[src/rsc_cfg.svh]
// Register map, reset values, field positions and framing constants
// Functional notes
// - bit 7 picks differential or single input
// - bit 6 puts converter in card-detect mode
// - select field routes signal processing source
// - collision when secondary reaches 1/8, 1/4, 1/2
// - threshold code 3 disables collision reports
// - high-pass corner bits go to amplifier
// - gain bits go to amplifier
// - exponent zero: rate is clock/(mantissa+1)
// - else clock/(mantissa+33)/2^(exponent-1)
// - characters are start, eight data, stop
// - serial speed register resets to 7Ah
// - trim byte goes to slow oscillator
`ifndef RSC_CFG_SVH
`define RSC_CFG_SVH

// Register indices; byte address is four times the index
`define RSC_IDX_RCV 8'h38
`define RSC_IDX_RX_ANALOG_GAIN_FILTER 8'h39
`define RSC_IDX_SPEED 8'h3B
`define RSC_IDX_TRIM 8'h3C

// Reset values
`define RSC_RST_RCV 8'h00
`define RSC_RST_RX_ANALOG_GAIN_FILTER 8'h00
`define RSC_RST_SPEED 8'h7A
`define RSC_RST_TRIM 8'h00
`define RSC_RST_DIV 13'h00EC // Divisor of the speed reset code, (26 + 33) << 2

// Writable bit masks; cleared bits are reserved
`define RSC_MASK_RCV 8'hF3
`define RSC_MASK_RX_ANALOG_GAIN_FILTER 8'hCF

// Field positions
`define RSC_BIT_SINGLE 7
`define RSC_BIT_ADCMODE 6
`define RSC_SEL_LSB 4
`define RSC_COLL_LSB 0
`define RSC_TRIMF_LSB 6
`define RSC_HPCF_LSB 2
`define RSC_GAIN_LSB 0
`define RSC_EXP_LSB 5

// Baud divider terms, in reference clock cycles per bit
`define RSC_MANT_ADD_LO 13'h0001
`define RSC_MANT_ADD_HI 13'h0021
`define RSC_DIV_W 13

// Character framing: start, data, stop
`define RSC_DATA_BITS 8
`define RSC_FRAME_BITS 10

`endif

[src/rsc_pkg.sv]
// Types shared by the receiver and serial clock configuration block
package rsc_pkg;
    typedef enum logic [1:0] {
        SEL_IDLE, SEL_RX_PATH, SEL_ENVELOPE, SEL_GENERIC
    } rsc_sel_t;
    typedef enum logic [1:0] {
        COLL_EIGHTH, COLL_QUARTER, COLL_HALF, COLL_OFF
    } rsc_coll_t;
    typedef enum logic [0:0] {TX_IDLE, TX_SHIFT} rsc_tx_state_t;
endpackage : rsc_pkg

[src/rsc_uart_tx.sv]
// Host serial transmitter: baud divider and 8N1 character shifter
`timescale 1ns/1ps
`include "rsc_cfg.svh"
module rsc_uart_tx #(
    parameter int DIV_W = `RSC_DIV_W
) (
    input wire logic sys_clk_i,
    input wire logic rstn_i,
    input wire logic [7:0] speed_i,
    input wire logic [7:0] tx_data_i,
    input wire logic tx_valid_i,
    output logic tx_ready_o,
    output logic txd_o,
    output logic [DIV_W-1:0] divisor_o
);
    import rsc_pkg::*;

    rsc_tx_state_t state_q;
    logic [DIV_W-1:0] div_d;
    logic [DIV_W-1:0] div_q;
    logic [DIV_W-1:0] cnt_q;
    logic [`RSC_FRAME_BITS-1:0] shreg_q;
    logic [3:0] bits_q;
    logic [2:0] exp_w;
    logic [DIV_W-1:0] mant_w;

    assign exp_w = speed_i[7:`RSC_EXP_LSB];
    assign mant_w = DIV_W'(speed_i[`RSC_EXP_LSB-1:0]);

    // Reference cycles per bit from exponent and mantissa
    always_comb begin
        if (exp_w == 3'h0) begin
            div_d = mant_w + `RSC_MANT_ADD_LO;
        end else begin
            div_d = (mant_w + `RSC_MANT_ADD_HI) << (exp_w - 3'h1);
        end
    end

    // Divisor register, refreshed every cycle
    always_ff @(posedge sys_clk_i) begin
        if (!rstn_i) begin
            div_q <= DIV_W'(`RSC_RST_DIV); // Matches the speed reset code
        end else begin
            div_q <= div_d;
        end
    end
    assign divisor_o = div_q;

    // Character shifter; a new rate applies from the next bit
    always_ff @(posedge sys_clk_i) begin
        if (!rstn_i) begin
            state_q <= TX_IDLE;
            shreg_q <= '1;
            bits_q <= 4'h0;
            cnt_q <= '0;
            tx_ready_o <= 1'b1;
        end else begin
            unique case (state_q)
                TX_IDLE: begin
                    if (tx_valid_i) begin
                        shreg_q <= {1'b1, tx_data_i, 1'b0};
                        bits_q <= 4'h0;
                        cnt_q <= div_q - 1'b1;
                        tx_ready_o <= 1'b0;
                        state_q <= TX_SHIFT;
                    end
                end
                TX_SHIFT: begin
                    if (cnt_q != '0) begin
                        cnt_q <= cnt_q - 1'b1;
                    end else if (bits_q == 4'(`RSC_FRAME_BITS - 1)) begin
                        shreg_q <= '1;
                        tx_ready_o <= 1'b1;
                        state_q <= TX_IDLE;
                    end else begin
                        shreg_q <= {1'b1, shreg_q[`RSC_FRAME_BITS-1:1]};
                        bits_q <= bits_q + 4'h1;
                        cnt_q <= div_q - 1'b1;
                    end
                end
            endcase
        end
    end

    // Line idles high between characters
    always_ff @(posedge sys_clk_i) begin
        if (!rstn_i) begin
            txd_o <= 1'b1;
        end else if (state_q == TX_IDLE && tx_valid_i) begin
            txd_o <= 1'b0;
        end else if (state_q == TX_SHIFT && cnt_q == '0) begin
            txd_o <= (bits_q == 4'(`RSC_FRAME_BITS - 1)) ? 1'b1 : shreg_q[1];
        end
    end
endmodule : rsc_uart_tx

[src/rsc_regs.sv]
// Receiver and serial clock configuration registers on an Avalon-MM slave
`timescale 1ns/1ps
`include "rsc_cfg.svh"
module rsc_regs #(
    parameter int LVL_W = 8
) (
    input wire logic sys_clk_i,
    input wire logic rstn_i,
    // Avalon-MM slave, word addressed by register index
    input wire logic [7:0] avs_address_i,
    input wire logic avs_read_i,
    input wire logic avs_write_i,
    input wire logic [31:0] avs_writedata_i,
    output logic [31:0] avs_readdata_o,
    output logic avs_waitrequest_o,
    // Receiver path configuration
    output logic rx_single_input_o,
    output logic converter_mode_sel_o,
    output rsc_pkg::rsc_sel_t proc_input_select_o,
    output rsc_pkg::rsc_coll_t collision_threshold_o,
    // Analog receive amplifier
    output logic [1:0] factory_trim_field_o,
    output logic [1:0] rx_hp_corner_o,
    output logic [1:0] rx_gain_o,
    // Slow oscillator
    output logic [7:0] slow_osc_trim_value_o,
    // Collision decision from decoder strengths
    input wire logic [LVL_W-1:0] main_level_i,
    input wire logic [LVL_W-1:0] second_level_i,
    input wire logic level_valid_i,
    output logic collision_o,
    // Host serial transmit
    input wire logic [7:0] tx_data_i,
    input wire logic tx_valid_i,
    output logic tx_ready_o,
    output logic uart_txd_o,
    output logic [`RSC_DIV_W-1:0] baud_divisor_o
);
    import rsc_pkg::*;

    logic [7:0] rcv_q;
    logic [7:0] rx_analog_gain_filter_q;
    logic [7:0] speed_q;
    logic [7:0] trim_q;
    logic wait_q;
    logic [31:0] rdata_q;
    logic coll_q;
    logic wr_en;

    // True when the address selects the given register index
    function automatic logic hit(input logic [7:0] addr, input logic [7:0] idx);
        hit = (addr == idx);
    endfunction : hit

    // Collision decision against the programmed threshold
    function automatic logic coll_hit(
        input logic [1:0] thr,
        input logic [LVL_W-1:0] main_lvl,
        input logic [LVL_W-1:0] sec_lvl
    );
        logic [LVL_W+2:0] sec_x;
        logic [LVL_W+2:0] main_x;
        sec_x = {3'h0, sec_lvl};
        main_x = {3'h0, main_lvl};
        unique case (thr)
            2'h0: coll_hit = (sec_x << 3) >= main_x;
            2'h1: coll_hit = (sec_x << 2) >= main_x;
            2'h2: coll_hit = (sec_x << 1) >= main_x;
            2'h3: coll_hit = 1'b0;
        endcase
    endfunction : coll_hit

    // Write takes effect at the edge the master sees waitrequest low
    assign wr_en = avs_write_i && !wait_q;

    // One wait cycle, then a single acknowledge cycle
    always_ff @(posedge sys_clk_i) begin
        if (!rstn_i) begin
            wait_q <= 1'b1;
        end else if (wait_q && (avs_read_i || avs_write_i)) begin
            wait_q <= 1'b0;
        end else begin
            wait_q <= 1'b1;
        end
    end

    // Read data captured during the wait cycle, held through acknowledge
    always_ff @(posedge sys_clk_i) begin
        if (!rstn_i) begin
            rdata_q <= 32'h0000_0000;
        end else if (wait_q && avs_read_i) begin
            if (hit(avs_address_i, `RSC_IDX_RCV)) begin
                rdata_q <= {24'h00_0000, rcv_q};
            end else if (hit(avs_address_i, `RSC_IDX_RX_ANALOG_GAIN_FILTER)) begin
                rdata_q <= {24'h00_0000, rx_analog_gain_filter_q};
            end else if (hit(avs_address_i, `RSC_IDX_SPEED)) begin
                rdata_q <= {24'h00_0000, speed_q};
            end else if (hit(avs_address_i, `RSC_IDX_TRIM)) begin
                rdata_q <= {24'h00_0000, trim_q};
            end else begin
                rdata_q <= 32'h0000_0000; // Unmapped reads zero
            end
        end
    end

    // Receiver path configuration register
    always_ff @(posedge sys_clk_i) begin
        if (!rstn_i) begin
            rcv_q <= `RSC_RST_RCV;
        end else if (wr_en && hit(avs_address_i, `RSC_IDX_RCV)) begin
            rcv_q <= avs_writedata_i[7:0] & `RSC_MASK_RCV;
        end
    end

    // Analog gain and filter register
    always_ff @(posedge sys_clk_i) begin
        if (!rstn_i) begin
            rx_analog_gain_filter_q <= `RSC_RST_RX_ANALOG_GAIN_FILTER;
        end else if (wr_en && hit(avs_address_i, `RSC_IDX_RX_ANALOG_GAIN_FILTER)) begin
            rx_analog_gain_filter_q <= avs_writedata_i[7:0] & `RSC_MASK_RX_ANALOG_GAIN_FILTER;
        end
    end

    // Host serial speed register
    always_ff @(posedge sys_clk_i) begin
        if (!rstn_i) begin
            speed_q <= `RSC_RST_SPEED;
        end else if (wr_en && hit(avs_address_i, `RSC_IDX_SPEED)) begin
            speed_q <= avs_writedata_i[7:0];
        end
    end

    // Slow oscillator trim register
    always_ff @(posedge sys_clk_i) begin
        if (!rstn_i) begin
            trim_q <= `RSC_RST_TRIM;
        end else if (wr_en && hit(avs_address_i, `RSC_IDX_TRIM)) begin
            trim_q <= avs_writedata_i[7:0];
        end
    end

    // Collision flag, updated on each valid strength sample
    always_ff @(posedge sys_clk_i) begin
        if (!rstn_i) begin
            coll_q <= 1'b0;
        end else if (rcv_q[`RSC_COLL_LSB +: 2] == 2'h3) begin
            coll_q <= 1'b0;
        end else if (level_valid_i) begin
            coll_q <= coll_hit(rcv_q[`RSC_COLL_LSB +: 2], main_level_i, second_level_i);
        end
    end

    // Bus outputs
    assign avs_waitrequest_o = wait_q;
    assign avs_readdata_o = rdata_q;

    // Configuration fields driven straight from register bits
    assign rx_single_input_o = rcv_q[`RSC_BIT_SINGLE];
    assign converter_mode_sel_o = rcv_q[`RSC_BIT_ADCMODE];
    assign proc_input_select_o = rsc_sel_t'(rcv_q[`RSC_SEL_LSB +: 2]);
    assign collision_threshold_o = rsc_coll_t'(rcv_q[`RSC_COLL_LSB +: 2]);
    assign factory_trim_field_o = rx_analog_gain_filter_q[`RSC_TRIMF_LSB +: 2];
    assign rx_hp_corner_o = rx_analog_gain_filter_q[`RSC_HPCF_LSB +: 2];
    assign rx_gain_o = rx_analog_gain_filter_q[`RSC_GAIN_LSB +: 2];
    assign slow_osc_trim_value_o = trim_q; // larger code, lower frequency
    assign collision_o = coll_q;

    // Host serial transmitter at the programmed rate
    rsc_uart_tx #(
        .DIV_W(`RSC_DIV_W)
    ) u_tx (
        .sys_clk_i(sys_clk_i),
        .rstn_i(rstn_i),
        .speed_i(speed_q),
        .tx_data_i(tx_data_i),
        .tx_valid_i(tx_valid_i),
        .tx_ready_o(tx_ready_o),
        .txd_o(uart_txd_o),
        .divisor_o(baud_divisor_o)
    );
endmodule : rsc_regs

[config.mk]
export PLATFORM = sky130hd
export DESIGN_NAME = rsc_regs
export DESIGN_NICKNAME = d
export VERILOG_FILES = /design/src/rsc_pkg.sv /design/src/rsc_uart_tx.sv /design/src/rsc_regs.sv
export VERILOG_INCLUDE_DIRS = /design/src
export SDC_FILE = /design/constraint.sdc
export NUM_CORES = 1
export LEC_CHECK = 0
export ABC_CLOCK_PERIOD_IN_PS = 2800
export BUFFER_PORTS_ARGS = -buffer_cell sky130_fd_sc_hd__buf_2
export CAP_MARGIN = 5
export CORE_MARGIN = 4
export CORE_UTILIZATION = 53
export DETAILED_ROUTE_END_ITERATION = 8
export PLACE_DENSITY_LB_ADDON = 0.05
export SLEW_MARGIN = 10
export SYNTH_ARGS = -nofsm -noshare
export SYNTH_HDL_FRONTEND = slang
export SYNTH_SLANG_ARGS = --single-unit
export TNS_END_PERCENT = 50
[constraint.sdc]
create_clock -name sys_clk_i -period 2.8 [get_ports sys_clk_i]
set_clock_uncertainty 0.2 [all_clocks]
set_input_delay 0.28 -clock sys_clk_i [delete_from_list [all_inputs] [get_ports sys_clk_i]]
set_output_delay 0.28 -clock sys_clk_i [all_outputs]
set_load 0.02 [all_outputs]
==> results of run 1 <==
==> path summary, 6_finish.rpt <==
kind	start	endpoint	depth (start not counted)
min reg2reg	avs_readdata_o[7]	avs_readdata_o[7]	1
max	u_tx.cnt_q[0]	u_tx.cnt_q[10]	7
min	avs_writedata_i[6]	speed_q[6]	3
max reg2reg	u_tx.cnt_q[0]	u_tx.cnt_q[10]	7
==> through the flow <==
stage                     hold slack (ns)  power (uW)
after detailed placement            0.236        1600
after CTS                         0.00193        2380
after global routing               0.0136        2480
after global placement              0.223        1580
after floorplan                     0.196        1510
final                              0.0153        2370
==> cell usage in the layout, fill, tap and decap left out, types with 24 or more instances in the layout <==
cell type	instances
buf_2	90
o21ai_0	27
dfxtp_1	79
nand2_1	50
conb_1	24
ha_1	28
nor2_1	29
a21oi_1	34
nor2b_1	25
mux2i_1	29
==> layout make-up <==
cell class / instances / area (um2) / share of cell area, %
tap: 108 / 135 / 2.41
multi-input combinational: 449 / 3020 / 54.0
clock buffer: 15 / 176 / 3.15
inverter: 22 / 82.6 / 1.47
timing repair buffer: 108 / 603 / 10.8
sequential: 79 / 1580 / 28.2
==> sequential cells by signal, summed over array words and instances (netlist names), 4 cells and up <==
signal                   count
u_tx.divisor_o              13
u_tx.shreg_q                 8
u_tx.cnt_q                  13
rx_analog_gain_filter_q      6
speed_q                      8
u_tx.bits_q                  4
slow_osc_trim_value_o        8
rcv_q                        6
avs_readdata_o               8
==> critical path: stages (launching register included) <==
cell and delay (ns):
dfxtp_1 0.33, inv_1 0.10, ha_1 0.30, nor4b_4 0.39
nand4_1 0.36, o22ai_2 0.43, a22oi_1 0.16, a21boi_1 0.15
==> synthesized netlist by cell type, types with 17 or more instances <==
library cell  instances  area (um2)
a21oi_1              34         170
buf_4                25         188
clkbuf_1             24        90.1
dfxtp_1              79        1580
ha_1                 28         350
inv_1                20        75.1
mux2i_1              29         290
nand2_1              50         188
nand3_1              21         105
nor2_1               29         109
nor2b_1              25         156
nor3_1               17        85.1
o21ai_0              27         135
==> metal layers <==
metal	vias up	GRT usage, %	routed length, um
li1	2246	-	-
met5	-	0	0
met1	2126	28.6	5380
met3	14	4.59	570
met4	0	6.46	162
met2	121	38.4	6120
==> power groups by stage <==
stage               Sequential (uW)  Clock, uW  Combinational, uW
floorplan                      1210          0                296
global placement               1220          0                369
detailed placement             1220          0                378
CTS                            1190        801                388
global route                   1200        846                437
finish                         1190        788                390
==> cell families after synthesis <==
logic type,share of synthesized area [%]
compound gates,19.2
buf+inv,7.93
fa+ha+maj,7.14
other cells,0.0764
mux,6.60
xor+xnor,3.21
simple gates,23.6
flops,32.2
==> timing repair <==
item / 4_1_cts / 5_1_grt
setup endpoints to repair: 0 / 0
hold endpoints to repair: 6 / 0
gates resized for setup: 0 / 0
hold buffers: 7 / 0
==> impl_metrics.csv, run 1 <==
group,metric,value,unit
run_status,outcome,"finished, final reports clean",
placed_design,postPlaceCellArea,5360,um2
cts,htreeDepth,3,
cells_and_area,antenna_cells,0,
cells_and_area,areaGrowthSynthToFinish,14.1,%
sta,max_freq,0.401,GHz
power_and_ir_drop,switching_power,664,uW
sta,final_max_slew_viol_count,0,
sta,finalSetupTns,0,ns
synth,syn_area,4910,um2
global_routing,grt_pass1_wl,20600,um
synth,ys.flop_type,"dfxtp_1",
worst_setup_path,cp_max_fo,8,
synth,synth.ff_latch_count,79,
sta,worstMarginPinSlew,0.881,ns
placed_design,dp_cells,759,
synth,ys_warn_count,0,
cells_and_area,n_fill_cell,799,
floorplanning,ios,139,
synth,syn_inst,582,
worst_setup_path,worstSetupStartpointType,"flop",
sta,post-route-min-period,2.49,ns
global_routing,grt_usage,22.5,%
worst_setup_path,endpoint_kind,"flop",
floorplanning,start_util,55.5,%
power_and_ir_drop,netSwitchingFraction,28.0,%
synth,ys_seq_area_share,32.2,%
power_and_ir_drop,pwr-share-clk,33.2,%
worst_setup_path,path_class,"flop to flop",
cells_and_area,drive_gt1_share,19.0,%
cts,clk_latency,0.35,ns
cts,clk_pin_slew,0.08,ns
cells_and_area,layout.nets,767,
worst_setup_path,crit_arrival,2.57,ns
floorplanning,die-area,10900,um2
sta,slew-limit-headroom,41.0,%
routing,routedWlPerCell,15.7,um
power_and_ir_drop,p_leak,0.00245,uW
cells_and_area,final_util,63.3,%
sta,setup_viol,0,
worst_hold_path,worstHoldPathType,"input port to flop",
cts,numCtsBuffers,9,
placed_design,dp_hpwl,9420,um
cts,clock_sinks,79,
power_and_ir_drop,peakVddDrop,272,uV
global_routing,grt_start_max_net_pins,42,
run,drv_cap,0,
cts,cts-root-buf,"clkbuf_8",
power_and_ir_drop,p_comb_share,16.4,%
routing,drc,0,
floorplanning,die_x,104,um
floorplanning,num_rows,34,
placed_design,dp_slack,0.342,ns
placed_design,io_buffer_count,90,
cts,cts_tree,"done",
global_routing,grt_pass1_vias,4364,
cts,cts_setup_buffers,0,
cells_and_area,final_cell_area,5600,um2
cts,cts_max_path_buffers,2,
power_and_ir_drop,p_per_area,423,nW/um2
worst_setup_path,crit_required,2.88,ns
power_and_ir_drop,p_int,1710,uW
synth,avgSynthCellArea,8.43,um2
synth,synth_edf_count,0,
synth,synth.distinct_cells,70,
worst_setup_path,r2r_slack,0.31,ns
routing,viasPerCell,5.77,
routing,first_iter_violations,193,
sta,fin_crit_sh,89.0,%
sta,layout_setup_ws,0.309,ns
routing,postRouteAntennaNets,0,
routing,dr.pass1.iters,4,
placed_design,routabilityCongestion,0.889,
global_routing,antenna_found_initial,0,
synth,async_reset_ff_share,0,%
routing,wirelength,12200,um
sta,hold_viol,0,
floorplanning,dieHeight,104,um
routing,vias,4507,
floorplanning,core,8850,um2
global_routing,grt_overflow,0,
sta,rsz0062_at_grt,"no",
power_and_ir_drop,seqPwrFrac,50.3,%
cells_and_area,layoutNonFillerInstCount,781,
Note: power is estimated with default switching activity, not from simulation.
==> run 2: changes to the inputs <==
--- a/config.mk
+++ b/config.mk
@@ -6,11 +6,11 @@
 export SDC_FILE = /design/constraint.sdc
 export NUM_CORES = 1
 export LEC_CHECK = 0
-export ABC_CLOCK_PERIOD_IN_PS = 2800
+export ABC_CLOCK_PERIOD_IN_PS = 3000
 export BUFFER_PORTS_ARGS = -buffer_cell sky130_fd_sc_hd__buf_2
 export CAP_MARGIN = 5
 export CORE_MARGIN = 4
-export CORE_UTILIZATION = 53
+export CORE_UTILIZATION = 55
 export DETAILED_ROUTE_END_ITERATION = 8
 export PLACE_DENSITY_LB_ADDON = 0.05
 export SLEW_MARGIN = 10
==> constraint.sdc (replaced) <==
create_clock -name sys_clk_i -period 3 [get_ports sys_clk_i]
set_clock_uncertainty 0.2 [all_clocks]
set_input_delay 0.3 -clock sys_clk_i [delete_from_list [all_inputs] [get_ports sys_clk_i]]
set_output_delay 0.3 -clock sys_clk_i [all_outputs]
set_load 0.02 [all_outputs]
==> run 2 against run 1 <==
Against the previous run: clock-buffer cell count is 4 lower; global-route usage grew 0.91 points; setup slack better by 0.089 ns; largest cell class unchanged; cell area is 0.96% higher; first-iteration DRC count decreased by 0.52%; highest routed layer unchanged; critical path depth is the same; total power fell by 0.27%; maximum frequency decreased by 4.2%; combinational power decreased by 6.4%.
==> impl_metrics.csv, run 2 (synthesis results as in run 1) <==
group,metric,value,unit
run_status,outcome,"finished, final reports clean",
floorplanning,dieHeight,102,um
routing,wl_met2,5900,um
power_and_ir_drop,p_per_area,418,nW/um2
global_routing,antenna_found_initial,0,
sta,final_max_slew_viol_count,0,
worst_hold_path,worstHoldPathType,"input port to flop",
global_routing,grt_usage,23.4,%
sta,post-route-min-period,2.60,ns
placed_design,postPlaceCellArea,5360,um2
placed_design,io_buffer_count,90,
routing,viasPerCell,5.78,
sta,slew-limit-headroom,49.5,%
floorplanning,die_x,102,um
cells_and_area,layout.nets,768,
routing,postRouteAntennaNets,0,
worst_setup_path,worstSetupStartpointType,"flop",
worst_setup_path,endpoint_kind,"flop",
cts,cts_tree,"done",
floorplanning,ios,139,
worst_setup_path,crit_arrival,2.66,ns
routing,top_layer_used,"met4",
sta,fin_crit_sh,86.7,%
worst_setup_path,path_class,"flop to flop",
sta,finalSetupTns,0,ns
cts,htreeDepth,3,
cts,cts_max_path_buffers,2,
global_routing,grt_start_max_net_pins,62,
run,drv_cap,0,
cts,clk_pin_slew,0.08,ns
cells_and_area,mostFrequentLayoutCell,"buf_2",
routing,wirelength,12200,um
cts,cts_setup_buffers,0,
cts,numCtsBuffers,9,
sta,worstMarginPinSlew,0.752,ns
placed_design,dp_cells,760,
floorplanning,num_rows,34,
routing,wl_met3,671,um
sta,setup_viol,0,
sta,hold_viol,0,
floorplanning,die-area,10500,um2
power_and_ir_drop,p_leak,0.00247,uW
sta,rsz0062_at_grt,"no",
routing,first_iter_violations,192,
power_and_ir_drop,peakVddDrop,232,uV
cts,cts-root-buf,"clkbuf_8",
placed_design,routabilityCongestion,0.857,
sta,max_freq,0.384,GHz
cells_and_area,areaGrowthSynthToFinish,15.2,%
cells_and_area,final_cell_area,5660,um2
routing,dr.pass1.iters,5,
routing,vias,4523,
cells_and_area,layoutNonFillerInstCount,783,
cts,clk_latency,0.35,ns
cells_and_area,antenna_cells,0,
sta,hold_ws,0.0345,ns
cells_and_area,final_cell_mix,"buf_2 (90), dfxtp_1 (79), nand2_1 (50)",
cells_and_area,final_util,64.9,%
global_routing,grt_overflow,0,
global_routing,grt_pass1_vias,4132,
floorplanning,start_util,56.3,%
cells_and_area,drive_gt1_share,19.6,%
global_routing,grt_pass1_wl,19800,um
cts,clock_sinks,79,
worst_setup_path,cp_max_fo,9,
placed_design,dp_hpwl,9160,um
routing,drc,0,
routing,wl_met1,5420,um
worst_setup_path,crit_required,3.06,ns
floorplanning,core,8720,um2
routing,routedWlPerCell,15.6,um
-- run 2: changes by cell type in the layout (fill, tap and decap cells not counted), sizes merged --
cell,change
clkinvlp,+1
bufinv,+2
clkinv,+2
buf,+1
clkbuf,-4
-- run 2: through the flow --
stage          total power, uW  setup WS [ns]
2_1_floorplan             1410          0.434
3_3_place_gp              1480          0.502
3_5_place_dp              1490          0.479
4_1_cts                   2380          0.454
5_1_grt                   2480          0.168
6_report                  2360          0.398
-- run 2: timing repair --
| item | 4_1_cts | 5_1_grt |
|---|---|---|
| hold endpoints to repair | 7 | 0 |
| setup endpoints to repair | 0 | 0 |
| hold buffers | 7 | 0 |
| gates resized for setup | 0 | 0 |
-- run 2: worst max-delay path, cell delays in order (launching register included) --
cell and delay [ns]:
dfxtp_1 0.34, inv_1 0.11, ha_1 0.32, nor4b_4 0.38, nand4_1 0.41, o21ai_2 0.51, nand3_1 0.14, o311ai_1 0.11
-- run 2: final cells by class --
class                           instances  area, um2
Sequential cell                        79       1580
Clock buffer                           11        141
Inverter                               22       82.6
Timing Repair Buffer                  109        611
Tap cell                              108        135
Clock inverter                          5       81.3
Multi-Input combinational cell        449       3020
Fill cell                             770       3060
-- run 2: power by group --
group          leakage [uW]  internal [uW]  switching (uW)
clock              0.000110            492             393
combinational       0.00172            148             217
sequential         0.000642           1080            34.6
-- run 2: worst paths after layout --
path                            cells past startpoint  slack, ns           endpoint          startpoint
worst min register to register                      1       0.25  avs_readdata_o[6]   avs_readdata_o[6]
worst max-delay path                                7       0.40      u_tx.cnt_q[6]       u_tx.cnt_q[0]
worst min-delay path                                3       0.03         speed_q[6]  avs_writedata_i[6]
worst max register to register                      7       0.40      u_tx.cnt_q[6]       u_tx.cnt_q[0]
-- run 2: layer usage --
metal | up-vias | GRT usage [%]
met5 | - | 0
met4 | 0 | 7.67
met3 | 17 | 3.28
met2 | 154 | 37.9
met1 | 2104 | 32.0
li1 | 2248 | -
